File: src/rtl/mbt_pkg.sv
// Purpose: shared constants and state record of the register server
// Assumes: one 20 MHz clock, frames arrive one byte per handshake
// Notes:   all supported queries are twelve bytes long
package mbt_pkg;
    // ----------------------------------------------------------------
    // Frame layout
    // ----------------------------------------------------------------
    localparam int unsigned QRY_BYTES = 12;
    localparam int unsigned HDR_BYTES = 9;
    localparam logic [3:0]  POS_PROTO = 4'h2;
    localparam logic [3:0]  POS_LEN   = 4'h4;
    localparam logic [3:0]  POS_UNIT  = 4'h6;
    localparam logic [3:0]  POS_FUNC  = 4'h7;
    localparam logic [3:0]  POS_ADDR  = 4'h8;
    localparam logic [3:0]  POS_VAL   = 4'ha;
    localparam logic [15:0] QRY_LEN   = 16'h0006;
    localparam logic [7:0]  UNIT_LO   = 8'h00;
    localparam logic [7:0]  UNIT_HI   = 8'hff;
    localparam logic [7:0]  FC_READ   = 8'h03;
    localparam logic [7:0]  FC_WRITE  = 8'h06;
    localparam logic [7:0]  FC_DIAG   = 8'h08;
    localparam logic [15:0] SUB_ECHO  = 16'h0000;
    localparam logic [15:0] RD_MAX    = 16'h007d;
    // Holding area: index 0 is register 40001
    localparam logic [16:0] HOLD_WORDS = 17'h00400;

    // ----------------------------------------------------------------
    // State
    // ----------------------------------------------------------------
    typedef enum logic [2:0] {
        RECV, CHECK, SEND, HDR, RDREQ, RDWAIT, SENDHI, SENDLO
    } step_e;

    typedef struct packed {
        step_e            st;
        logic [11:0][7:0] buf_q;
        logic [3:0]       cnt;
        logic             ovf;
        logic             echo;
        logic             drain;
        logic [7:0]       idx;
        logic [6:0]       rcnt;
        logic [15:0]      raddr;
        logic [15:0]      rval;
        logic             rx_ready;
        logic             tx_valid;
        logic [7:0]       tx_data;
        logic             tx_last;
        logic             reg_we;
        logic             reg_re;
        logic [15:0]      reg_addr;
        logic [15:0]      reg_wdata;
    } srv_s;
endpackage

File: src/rtl/modbus_tcp_register_server.sv
// Purpose: server side of single-register write, echo and register read
// Assumes: rx/tx byte streams and register port share clock
// Notes:   refused queries are dropped without any answer
module modbus_tcp_register_server (
    input  wire logic        clock,     // 20 MHz clock
    input  wire logic        nrst,      // Synchronous reset, active low
    input  wire logic        rx_valid,  // Query byte offered
    input  wire logic [7:0]  rx_data,   // Query byte
    input  wire logic        rx_last,   // Last byte of query
    output logic             rx_ready,  // Query byte taken
    output logic             tx_valid,  // Answer byte offered
    output logic [7:0]       tx_data,   // Answer byte
    output logic             tx_last,   // Last byte of answer
    input  wire logic        tx_ready,  // Answer byte taken
    output logic             reg_we,    // Holding register write pulse
    output logic             reg_re,    // Holding register read pulse
    output logic [15:0]      reg_addr,  // Holding register index
    output logic [15:0]      reg_wdata, // Write value
    input  wire logic [15:0] reg_rdata  // Read value, sampled in the same cycle as reg_re
);
    mbt_pkg::srv_s s;
    mbt_pkg::srv_s next_s;

    // ----------------------------------------------------------------
    // Decoding helpers
    // ----------------------------------------------------------------
    function automatic logic [15:0] word_at(input logic [11:0][7:0] b,
                                            input logic [3:0] p);
        return {b[p], b[p + 4'h1]};
    endfunction

    function automatic logic [7:0] hdr_byte(input logic [11:0][7:0] b,
                                            input logic [7:0] i,
                                            input logic [15:0] qty);
        logic [15:0] len;
        len = 16'h0003 + {qty[14:0], 1'b0};
        case (i)
            8'h00, 8'h01: hdr_byte = b[i[3:0]];
            8'h02, 8'h03: hdr_byte = 8'h00;
            8'h04: hdr_byte = len[15:8];
            8'h05: hdr_byte = len[7:0];
            8'h06, 8'h07: hdr_byte = b[i[3:0]];
            default: hdr_byte = {qty[6:0], 1'b0};
        endcase
    endfunction

    logic [15:0] q_len;
    logic [15:0] q_addr;
    logic [15:0] q_word;
    logic        hdr_ok;
    logic        slot;
    logic        acc;
    assign q_len  = word_at(s.buf_q, mbt_pkg::POS_LEN);
    assign q_addr = word_at(s.buf_q, mbt_pkg::POS_ADDR);
    assign q_word = word_at(s.buf_q, mbt_pkg::POS_VAL);
    assign hdr_ok = (s.cnt == 4'(mbt_pkg::QRY_BYTES)) && !s.ovf
        && (word_at(s.buf_q, mbt_pkg::POS_PROTO) == 16'h0000)
        && (q_len == mbt_pkg::QRY_LEN)
        && (s.buf_q[mbt_pkg::POS_UNIT] == mbt_pkg::UNIT_LO
            || s.buf_q[mbt_pkg::POS_UNIT] == mbt_pkg::UNIT_HI);
    assign acc  = s.tx_valid && tx_ready;
    assign slot = !s.tx_valid || tx_ready;

    // ----------------------------------------------------------------
    // Next state
    // ----------------------------------------------------------------
    always_comb begin
        next_s = s;
        next_s.reg_we = 1'b0;
        next_s.reg_re = 1'b0;
        if (acc) begin
            next_s.tx_valid = 1'b0;
        end
        case (s.st)
            mbt_pkg::RECV: begin
                if (rx_valid && s.rx_ready) begin
                    if (s.cnt < 4'(mbt_pkg::QRY_BYTES)) begin
                        next_s.buf_q[s.cnt] = rx_data;
                        next_s.cnt = s.cnt + 4'h1;
                    end else begin
                        next_s.ovf = 1'b1;
                    end
                    if (rx_last) begin
                        next_s.rx_ready = 1'b0;
                        next_s.st = mbt_pkg::CHECK;
                    end
                end
            end
            mbt_pkg::CHECK: begin
                next_s.idx = 8'h00;
                next_s.drain = 1'b0;
                next_s.st = mbt_pkg::SEND;
                next_s.echo = 1'b1;
                // Out-of-area accesses are dropped, no exception frame
                if (hdr_ok && s.buf_q[mbt_pkg::POS_FUNC] == mbt_pkg::FC_WRITE
                    && {1'b0, q_addr} < mbt_pkg::HOLD_WORDS) begin
                    next_s.reg_we = 1'b1;
                    next_s.reg_addr = q_addr;
                    next_s.reg_wdata = q_word;
                end else if (hdr_ok && s.buf_q[mbt_pkg::POS_FUNC] == mbt_pkg::FC_DIAG
                    && q_addr == mbt_pkg::SUB_ECHO) begin
                    next_s.echo = 1'b1;
                end else if (hdr_ok && s.buf_q[mbt_pkg::POS_FUNC] == mbt_pkg::FC_READ
                    && q_word != 16'h0000 && q_word <= mbt_pkg::RD_MAX
                    && {1'b0, q_addr} + {1'b0, q_word} <= mbt_pkg::HOLD_WORDS) begin
                    next_s.echo = 1'b0;
                    next_s.raddr = q_addr;
                    next_s.rcnt = q_word[6:0];
                    next_s.st = mbt_pkg::HDR;
                end else begin
                    next_s.st = mbt_pkg::RECV;
                    next_s.cnt = 4'h0;
                    next_s.ovf = 1'b0;
                    next_s.rx_ready = 1'b1;
                end
            end
            mbt_pkg::SEND, mbt_pkg::HDR: begin
                if (s.drain) begin
                    if (acc && s.tx_last) begin
                        next_s.st = mbt_pkg::RECV;
                        next_s.cnt = 4'h0;
                        next_s.ovf = 1'b0;
                        next_s.rx_ready = 1'b1;
                        next_s.tx_last = 1'b0;
                    end
                end else if (slot) begin
                    next_s.tx_valid = 1'b1;
                    next_s.idx = s.idx + 8'h01;
                    if (s.st == mbt_pkg::SEND) begin
                        next_s.tx_data = s.buf_q[s.idx[3:0]];
                        next_s.tx_last = (s.idx == 8'(mbt_pkg::QRY_BYTES - 1));
                        next_s.drain = next_s.tx_last;
                    end else begin
                        next_s.tx_data = hdr_byte(s.buf_q, s.idx, q_word);
                        if (s.idx == 8'(mbt_pkg::HDR_BYTES - 1)) begin
                            next_s.st = mbt_pkg::RDREQ;
                        end
                    end
                end
            end
            mbt_pkg::RDREQ: begin
                next_s.reg_re = 1'b1;
                next_s.reg_addr = s.raddr;
                next_s.st = mbt_pkg::RDWAIT;
            end
            mbt_pkg::RDWAIT: begin
                next_s.rval = reg_rdata;
                next_s.st = mbt_pkg::SENDHI;
            end
            mbt_pkg::SENDHI: begin
                if (slot) begin
                    next_s.tx_valid = 1'b1;
                    next_s.tx_data = s.rval[15:8];
                    next_s.st = mbt_pkg::SENDLO;
                end
            end
            mbt_pkg::SENDLO: begin
                if (slot) begin
                    next_s.tx_valid = 1'b1;
                    next_s.tx_data = s.rval[7:0];
                    next_s.tx_last = (s.rcnt == 7'h01);
                    next_s.rcnt = s.rcnt - 7'h01;
                    next_s.raddr = s.raddr + 16'h0001;
                    if (s.rcnt == 7'h01) begin
                        next_s.drain = 1'b1;
                        next_s.st = mbt_pkg::HDR;
                    end else begin
                        next_s.st = mbt_pkg::RDREQ;
                    end
                end
            end
            default: begin
                next_s.st = mbt_pkg::RECV;
            end
        endcase
    end

    // ----------------------------------------------------------------
    // State register
    // ----------------------------------------------------------------
    always_ff @(posedge clock) begin
        if (!nrst) begin
            s <= '0;
            s.st <= mbt_pkg::RECV;
            s.rx_ready <= 1'b1;
        end else begin
            s <= next_s;
        end
    end

    assign rx_ready  = s.rx_ready;
    assign tx_valid  = s.tx_valid;
    assign tx_data   = s.tx_data;
    assign tx_last   = s.tx_last;
    assign reg_we    = s.reg_we;
    assign reg_re    = s.reg_re;
    assign reg_addr  = s.reg_addr;
    assign reg_wdata = s.reg_wdata;

    // ----------------------------------------------------------------
    // Checks
    // ----------------------------------------------------------------
    property p_wr_value;
        @(posedge clock) disable iff (!nrst)
        s.reg_we |-> s.reg_wdata == {s.buf_q[10], s.buf_q[11]}
            && s.buf_q[7] == mbt_pkg::FC_WRITE;
    endproperty
    a_wr_value: assert property (p_wr_value) else $error("bad write value");

    property p_wr_addr;
        @(posedge clock) disable iff (!nrst)
        s.reg_we |-> s.reg_addr == {s.buf_q[8], s.buf_q[9]};
    endproperty
    a_wr_addr: assert property (p_wr_addr) else $error("bad write address");

    property p_wr_area;
        @(posedge clock) disable iff (!nrst)
        s.reg_we |-> {1'b0, s.reg_addr} < mbt_pkg::HOLD_WORDS;
    endproperty
    a_wr_area: assert property (p_wr_area) else $error("write outside area");

    property p_proto_drop;
        @(posedge clock) disable iff (!nrst)
        (s.st == mbt_pkg::CHECK && {s.buf_q[2], s.buf_q[3]} != 16'h0000)
            |=> s.st == mbt_pkg::RECV ##1 !s.tx_valid;
    endproperty
    a_proto_drop: assert property (p_proto_drop) else $error("answered bad protocol");

    property p_unit;
        @(posedge clock) disable iff (!nrst)
        $rose(s.tx_valid) |-> s.buf_q[6] == mbt_pkg::UNIT_LO
            || s.buf_q[6] == mbt_pkg::UNIT_HI;
    endproperty
    a_unit: assert property (p_unit) else $error("answered bad unit");

    property p_echo;
        @(posedge clock) disable iff (!nrst)
        (s.tx_valid && s.echo) |-> s.tx_data == s.buf_q[4'(s.idx - 8'h01)];
    endproperty
    a_echo: assert property (p_echo) else $error("echo differs");

    property p_len;
        @(posedge clock) disable iff (!nrst)
        (s.tx_valid && !s.echo && s.idx == 8'h06)
            |-> s.tx_data == 8'(16'h0003 + 16'(2 * q_word));
    endproperty
    a_len: assert property (p_len) else $error("bad length");

    // Later requests also pass through this state, so only the first one is watched
    property p_count;
        @(posedge clock) disable iff (!nrst)
        (s.tx_valid && !s.echo && s.idx == 8'h09 && s.st == mbt_pkg::RDREQ
            && s.raddr == q_addr)
            |-> s.tx_data == {q_word[6:0], 1'b0} ##1 (s.reg_re && s.reg_addr == q_addr);
    endproperty
    a_count: assert property (p_count) else $error("bad byte count");

    property p_qty;
        @(posedge clock) disable iff (!nrst)
        s.reg_re |-> s.rcnt != 7'h00 && 16'(s.rcnt) <= mbt_pkg::RD_MAX;
    endproperty
    a_qty: assert property (p_qty) else $error("read quantity");

endmodule // modbus_tcp_register_server

File: config.mk
export PLATFORM = sky130hd
export DESIGN_NAME = modbus_tcp_register_server
export DESIGN_NICKNAME = d
export VERILOG_FILES = /design/src/rtl/mbt_pkg.sv /design/src/rtl/modbus_tcp_register_server.sv
export SDC_FILE = /design/constraint.sdc
export NUM_CORES = 1
export LEC_CHECK = 0
export BUFFER_PORTS_ARGS = -buffer_cell sky130_fd_sc_hd__buf_2
export CORE_UTILIZATION = 60
export CTS_CLUSTER_SIZE = 12
export DETAILED_ROUTE_END_ITERATION = 12
export PLACE_DENSITY = 0.81
export RECOVER_POWER = 25
export REMOVE_ABC_BUFFERS = 1
export SLEW_MARGIN = 30
export SYNTH_ARGS = -nofsm -noshare
export SYNTH_HDL_FRONTEND = slang
export SYNTH_SLANG_ARGS = --single-unit
File: constraint.sdc
create_clock -name clock -period 9.2 [get_ports clock]
set_input_delay 1.84 -clock clock [delete_from_list [all_inputs] [get_ports clock]]
set_output_delay 1.84 -clock clock [all_outputs]
set_load 0.05 [all_outputs]
==> impl_metrics.ini, run 1 <==
[status]
status = finished with violations
violations = DRC, capacitance limit, slew limit

[flow_run]
maxCapViolCount = 1

[logic_synthesis]
synth-seq-area-share_pct = 35.2
synth.avg_cell_area_sq_um = 7.86
syn_area_sq_um = 11200
syn_inst = 1425
synth_top_area_share_pct = 35.2
synth_top_area_cell = dfxtp_1
synthArstFlopShare_pct = 0
synth-edff-count = 0
synth_ff_type = dfxtp_1
ys.warnings.count = 0
synth.area.top_cells = dfxtp_1 35%, nand2_1 7.7%, a21oi_1 7.5%
synth-seq-cells = 197
yosys.cell_types.count = 70

[worst_setup_path]
start_kind = input pin
crit_path_end_kind = flop
path_class = in -> reg
critPathLaunch = nrst
cp_max_fo = 83
crit_required_ps = 9520
worstPathArrival_ps = 6500

[die]
start_util_pct = 61.7
die_area_sq_um = 19200
io_pins = 74
rows = 49
fp.dieH_um = 139
core_area_sq_um = 18100
fp.dieW_um = 139

[detailed_routing]
first_pass_iters = 10
routed_wl_mm = 31.8
drc = 7
drtIter0Drc = 1155
vias = 10800
vias_per_cell = 6.61
postRouteAntennaNets = 0
routedWlPerCell_um = 19.6

[finish]
final_nets = 1446
drive_above_1_share_pct = 10.3
antenna_cells = 0
stdcell_area_sq_um = 11800
syn2layout_area_growth_pct = 5.68
fin_cells = 1627

[clock_network]
cts_root_buffer = clkbuf_16
post_cts_buffers = 0
cts_resized = 0
cts_made_buffers = 17
clock_sinks = 197
clockBufferDepth = 2
cts_tree = done
cts.clk_slew.worst_paths_ps = 70
cts_hold_buffers = 0
insertion_delay_ps = 460
cts_max_level = 4

[pwr]
p_switching_w = 0.000495
p_comb_share_pct = 8.4
pwr-share-clk_pct = 42.7
seqPwrFrac_pct = 49.0
cellPowerDensity_nw_per_um2 = 151
netSwitchingFraction_pct = 27.7
vdd_drop_max_v = 0.000140
p_total_w = 0.00179
p_leak_nw = 4.28
internal-power_w = 0.00129

[placed_design]
gp_congestion = 0.899
dpl.hpwl_mm = 21.2
dpl_cell_area_sq_um = 11300
dp_cells = 1595
portBuffers = 73

[sta]
clock_skew_ps = 9.47
final_max_slew_viol_count = 84
fin_hold_ws_ps = 457
grt_setup_unrepaired = no
fin_crit_sh_pct = 67.2
clock.fmax_ghz = 0.162
min_period_ps = 6180
hold_violations = 0
setup_viol = 0
finalSetupTns_ps = 0
slew_headroom_pct = -90.5
worst_pin_slew_ps = 2840

[global_routing]
grt_antenna_before_repair = 0
track_usage_pct = 33.4
grt_max_degree = 103
grt_pass1_vias = 9870
overflow = 0
grt_pass1_wl_mm = 51.5

[hold_path]
hp-class = reg -> reg
-- cells in the final DEF, fill, tap and decap left out, types with 6 or more instances in the layout --
cell type,n
a211oi_1,12
a21oi_1,167
a31oi_1,7
and3_1,6
buf_2,52
buf_4,13
clkbuf_1,22
clkbuf_16,17
dfxtp_1,197
ha_1,31
inv_1,24
inv_6,6
mux2i_1,55
mux4_2,24
nand2_1,230
nand3_1,147
nand4_1,16
nor2_1,93
nor3_1,22
nor4_1,27
nor4b_1,8
o21ai_0,41
o21ai_1,8
o221ai_1,9
o22ai_1,11
o31ai_1,16
or2_2,7
or3_1,8
xnor2_1,8
xor2_1,18
-- power groups by stage --
stage | clock (W) | combinational (W) | sequential (W)
final | 0.000763 | 0.000150 | 0.000877
after global placement | 0 | 0.000142 | 0.000896
after global routing | 0.000801 | 0.000159 | 0.000878
after detailed placement | 0 | 0.000144 | 0.000896
after floorplan | 0 | 0.0000852 | 0.000896
after CTS | 0.000766 | 0.000145 | 0.000876
-- worst paths after layout --
check | end | slack, ps | depth (start not counted)
min reg2reg | flop | 460 | 2
max reg2reg | s[63] | 5150 | 12
min | flop | 460 | 2
max | s[80] | 3020 | 5
-- worst max-delay path, cell delays in order --
cell and delay, ps:
buf_2 280, clkinvlp_2 2220, nor2_1 1670, o311ai_0 300, o21ai_1 150
-- per-layer routing --
layer  routed length [um]  up-vias  GRT usage [%]
met1                13200     5070           44.6
met5                    0        -              0
met3                 2840      103           6.80
met4                 1100        0           15.7
met2                14700      582           52.1
li1                     -     5007              -
-- layout make-up --
class	instances	area, sq um
clock buffers	18	429
repair buffers	87	448
fillers	1597	6310
flip-flops and latches	197	3940
clock inverters	14	159
inverters	26	98.8
well taps	229	287
multi-input cells	1056	6470
-- Yosys cell counts (4+ instances only) --
master	count
and3_1	6
xnor2_1	8
nor2_1	94
and2_1	4
nor4_1	27
a21oi_1	167
mux2i_1	55
dfxtp_1	197
or4_1	5
ha_1	31
or2_2	7
o221ai_1	9
buf_1	8
a211oi_1	12
nand2b_1	5
o21ai_0	41
xor2_1	18
a31oi_1	7
o31ai_1	16
o22ai_1	11
a21o_1	5
or3_1	8
nand4_1	16
inv_1	25
mux4_2	24
clkbuf_1	94
nor3_1	23
a22o_1	4
nor4b_1	8
buf_4	41
nand2_1	230
nand3_1	147
o21ai_1	8
-- cells by family after synthesis --
logic type	share of synthesized area, %
and+or+nand+nor	24.9
buffers and inverters	7.17
AOI/OAI and AO/OA	17.1
DFF	35.2
adders and majority gates	3.64
xor gates and xnor gates	2.03
muxes	9.95
-- metrics by stage --
stage	utilization (%)	worst slack (ps)
CTS	65.3	5260
floorplan	-	3510
global placement	62.1	5210
global route	65.2	2520
detailed placement	62.1	5230
finish	65.2	3020
Note: power is estimated with default switching activity, not from simulation.
==> inputs of run 2 (changes only) <==
--- a/config.mk
+++ b/config.mk
@@ -5,6 +5,7 @@
 export SDC_FILE = /design/constraint.sdc
 export NUM_CORES = 1
 export LEC_CHECK = 0
+export ABC_AREA = 1
 export BUFFER_PORTS_ARGS = -buffer_cell sky130_fd_sc_hd__buf_2
 export CORE_UTILIZATION = 60
 export CTS_CLUSTER_SIZE = 12
==> constraint.sdc (replaced) <==
create_clock -name clock -period 6.4 [get_ports clock]
set_input_delay 1.28 -clock clock [delete_from_list [all_inputs] [get_ports clock]]
set_output_delay 1.28 -clock clock [all_outputs]
set_load 0.05 [all_outputs]
==> run 2 against run 1 <==
Effect of this change:
- flip-flop and latch count stayed put
- core utilization down 0.46 points
- clock-buffer cell count up 1
- clock power up 52%
- sequential power rose by 48%
- hold slack lost 6.6 ps
- sequential share of layout area is 0.64 points lower
- final area is 2.0% higher
- critical path type is now reg -> reg
- cell count grew 21%
- the run now ends clean
- routed wire length up 3.9%
==> impl_metrics.ini, run 2 <==
[worst_setup_path]
crit_path_max_incr_delay_ps = 490
path_class = reg -> reg
r2r_setup_slack_ps = 3210
cp_max_fo = 31
crit_buf_inv = 0
cpMostUsedCell = nand2_1
start_kind = flop
crit_path_end_kind = flop
path_delay_family = simple AND/OR/NAND/NOR gates
cp_cell_sequence = ha_1, fa_1, or2_2, a21oi_1, o21ai_0, nor2_1, nand2_1, nor2_1, nand2_1, nand2_1, nand3_4, nand2_4, nand2_4, nand2_1, nand2_1, nor2_1
slowest_stage = dfxtp_1
crit_required_ps = 6790
worstPathArrival_ps = 3580

[clock_network]
cts_max_level = 4
cts_tree = done
cts_made_buffers = 17
cts_resized = 0
cts.clk_slew.worst_paths_ps = 80
insertion_delay_ps = 450
clockBufferDepth = 2
clock_sinks = 197
cts_root_buffer = clkbuf_16
cts_hold_buffers = 0
post_cts_buffers = 0

[logic_synthesis]
syn_area_sq_um = 11400
synth_top_area_share_pct = 34.6
yosys.cell_types.count = 50
synth_fa_ha_area_share_pct = 3.58
synth_ff_type = dfxtp_1
synthArstFlopShare_pct = 0
synthTopCellsByCount = 279 x nor2_1, 272 x nand2_1, 219 x o21ai_0
synth_top_area_cell = dfxtp_1
synth.area.mux_share_pct = 0
synth.avg_cell_area_sq_um = 6.55
synth_top_family_by_area = simple AND/OR/NAND/NOR gates
ys.warnings.count = 0
synthXorXnorAreaFrac_pct = 0.999
synth-edff-count = 0
syn_inst = 1741
yosys.area_share.simple_pct = 28.1
synth.area.top_cells = dfxtp_1 35%, o21ai_0 9.6%, nor2_1 9.2%
synth-seq-area-share_pct = 34.6
synth_compound_area_share_pct = 21.3
yosysMostFrequentCell = nor2_1
synth-seq-cells = 197

[finish]
drive_above_1_share_pct = 5.47
syn2layout_area_growth_pct = 5.91
stdcell_area_sq_um = 12100
final_cell_mix = 277 x nor2_1, 272 x nand2_1, 219 x o21ai_0, 196 x dfxtp_1, 174 x inv_1
n_fill_cell = 1753
final_common_cell = nor2_1
final_core_util_pct = 64.7
antenna_cells = 0
final_nets = 1786

[sta]
clock.fmax_ghz = 0.313
slew_headroom_pct = 27.0
finalSetupTns_ps = 0
fin_hold_ws_ps = 450
setup_viol = 0
hold_violations = 0
grt_setup_unrepaired = no
final_max_slew_viol_count = 0
clock_skew_ps = 11.9
final_critical_path_setup_slack_ps = 3210
worst_pin_slew_ps = 1090
min_period_ps = 3190
fin_crit_sh_pct = 49.9

[detailed_routing]
postRouteAntennaNets = 0
vias = 11500
routed_wl_mm = 33.1
drtIter0Drc = 998
drc = 0
routedWlPerCell_um = 16.8
first_pass_iters = 6
vias_per_cell = 5.84

[placed_design]
gp_congestion = 0.941
portBuffers = 73
dpl_cell_area_sq_um = 11500
dpl.hpwl_mm = 23.6
dp_slack_ps = 2400

[pwr]
cellPowerDensity_nw_per_um2 = 231
p_leak_nw = 5.10
vdd_drop_max_v = 0.000198

[die]
rows = 50
core_area_sq_um = 18600
die_area_sq_um = 19500
fp.dieH_um = 140
fp.dieW_um = 140
start_util_pct = 61.1
io_pins = 74

[global_routing]
grt_antenna_before_repair = 0
grt_pass1_wl_mm = 53.0
grt_max_degree = 89
track_usage_pct = 34.2
overflow = 0
grt_pass1_vias = 10400

[hold_path]
hp-class = reg -> reg
hp-start = s[91]

[status]
status = finished, final reports clean

[flow_run]
maxCapViolCount = 0
-- run 2: cell count changes after synthesis, sizes merged, moves of 10 or more --
cell,before,now
nor2,95,287
o21ai,49,225
nor4,28,2
inv,26,179
nand3,147,117
clkbuf,94,63
mux2i,55,0
o31ai,16,4
o22ai,11,1
nand2,230,275
mux4,24,0
-- run 2: routing by layer --
| layer | part of all wire [%] | track usage (%) | routed length [um] | up-vias |
|---|---|---|---|---|
| met4 | 4.0 | 15.4 | 1330 | 0 |
| met5 | 0 | 0 | 0 | - |
| met3 | 6.9 | 5.37 | 2280 | 104 |
| met1 | 43 | 44.8 | 14300 | 5260 |
| li1 | - | - | - | 5703 |
| met2 | 46 | 55.6 | 15200 | 445 |
-- run 2: cells by family after synthesis --
family / Yosys count
AO/OA/AOI/OAI: 451
XOR/XNOR: 13
adder cells (fa/ha/maj): 32
buffers and inverters: 298
flip-flops: 197
AND/OR/NAND/NOR: 750
-- run 2: path summary, 6_finish.rpt --
path,to,cells past startpoint
hold / removal,s[91],1
setup reg to reg,s[76],16
setup / recovery,s[76],16
hold reg to reg,s[91],1
-- run 2: power breakdown --
part,internal (W),total (W),switching [W]
Combinational,0.000101,0.000332,0.000230
Clock,0.000640,0.00116,0.000518
Sequential,0.00127,0.00130,0.0000302
-- run 2: per-stage QoR --
step,cells,total power (W)
floorplan,1626,0.00154
global placement,1940,0.00164
detailed placement,1940,0.00165
CTS,1972,0.00278
global route,1972,0.00288
finish,1972,0.00279
-- run 2: area by class of cell --
class,instances,area (sq um),area share [%]
Timing Repair Buffer,80,367,3.04
Clock inverter,13,189,1.57
Tap cell,234,293,2.43
Inverter,183,687,5.69
Sequential cell,197,3950,32.7
Clock buffer,19,443,3.67
Multi-Input combinational cell,1246,6150,50.9
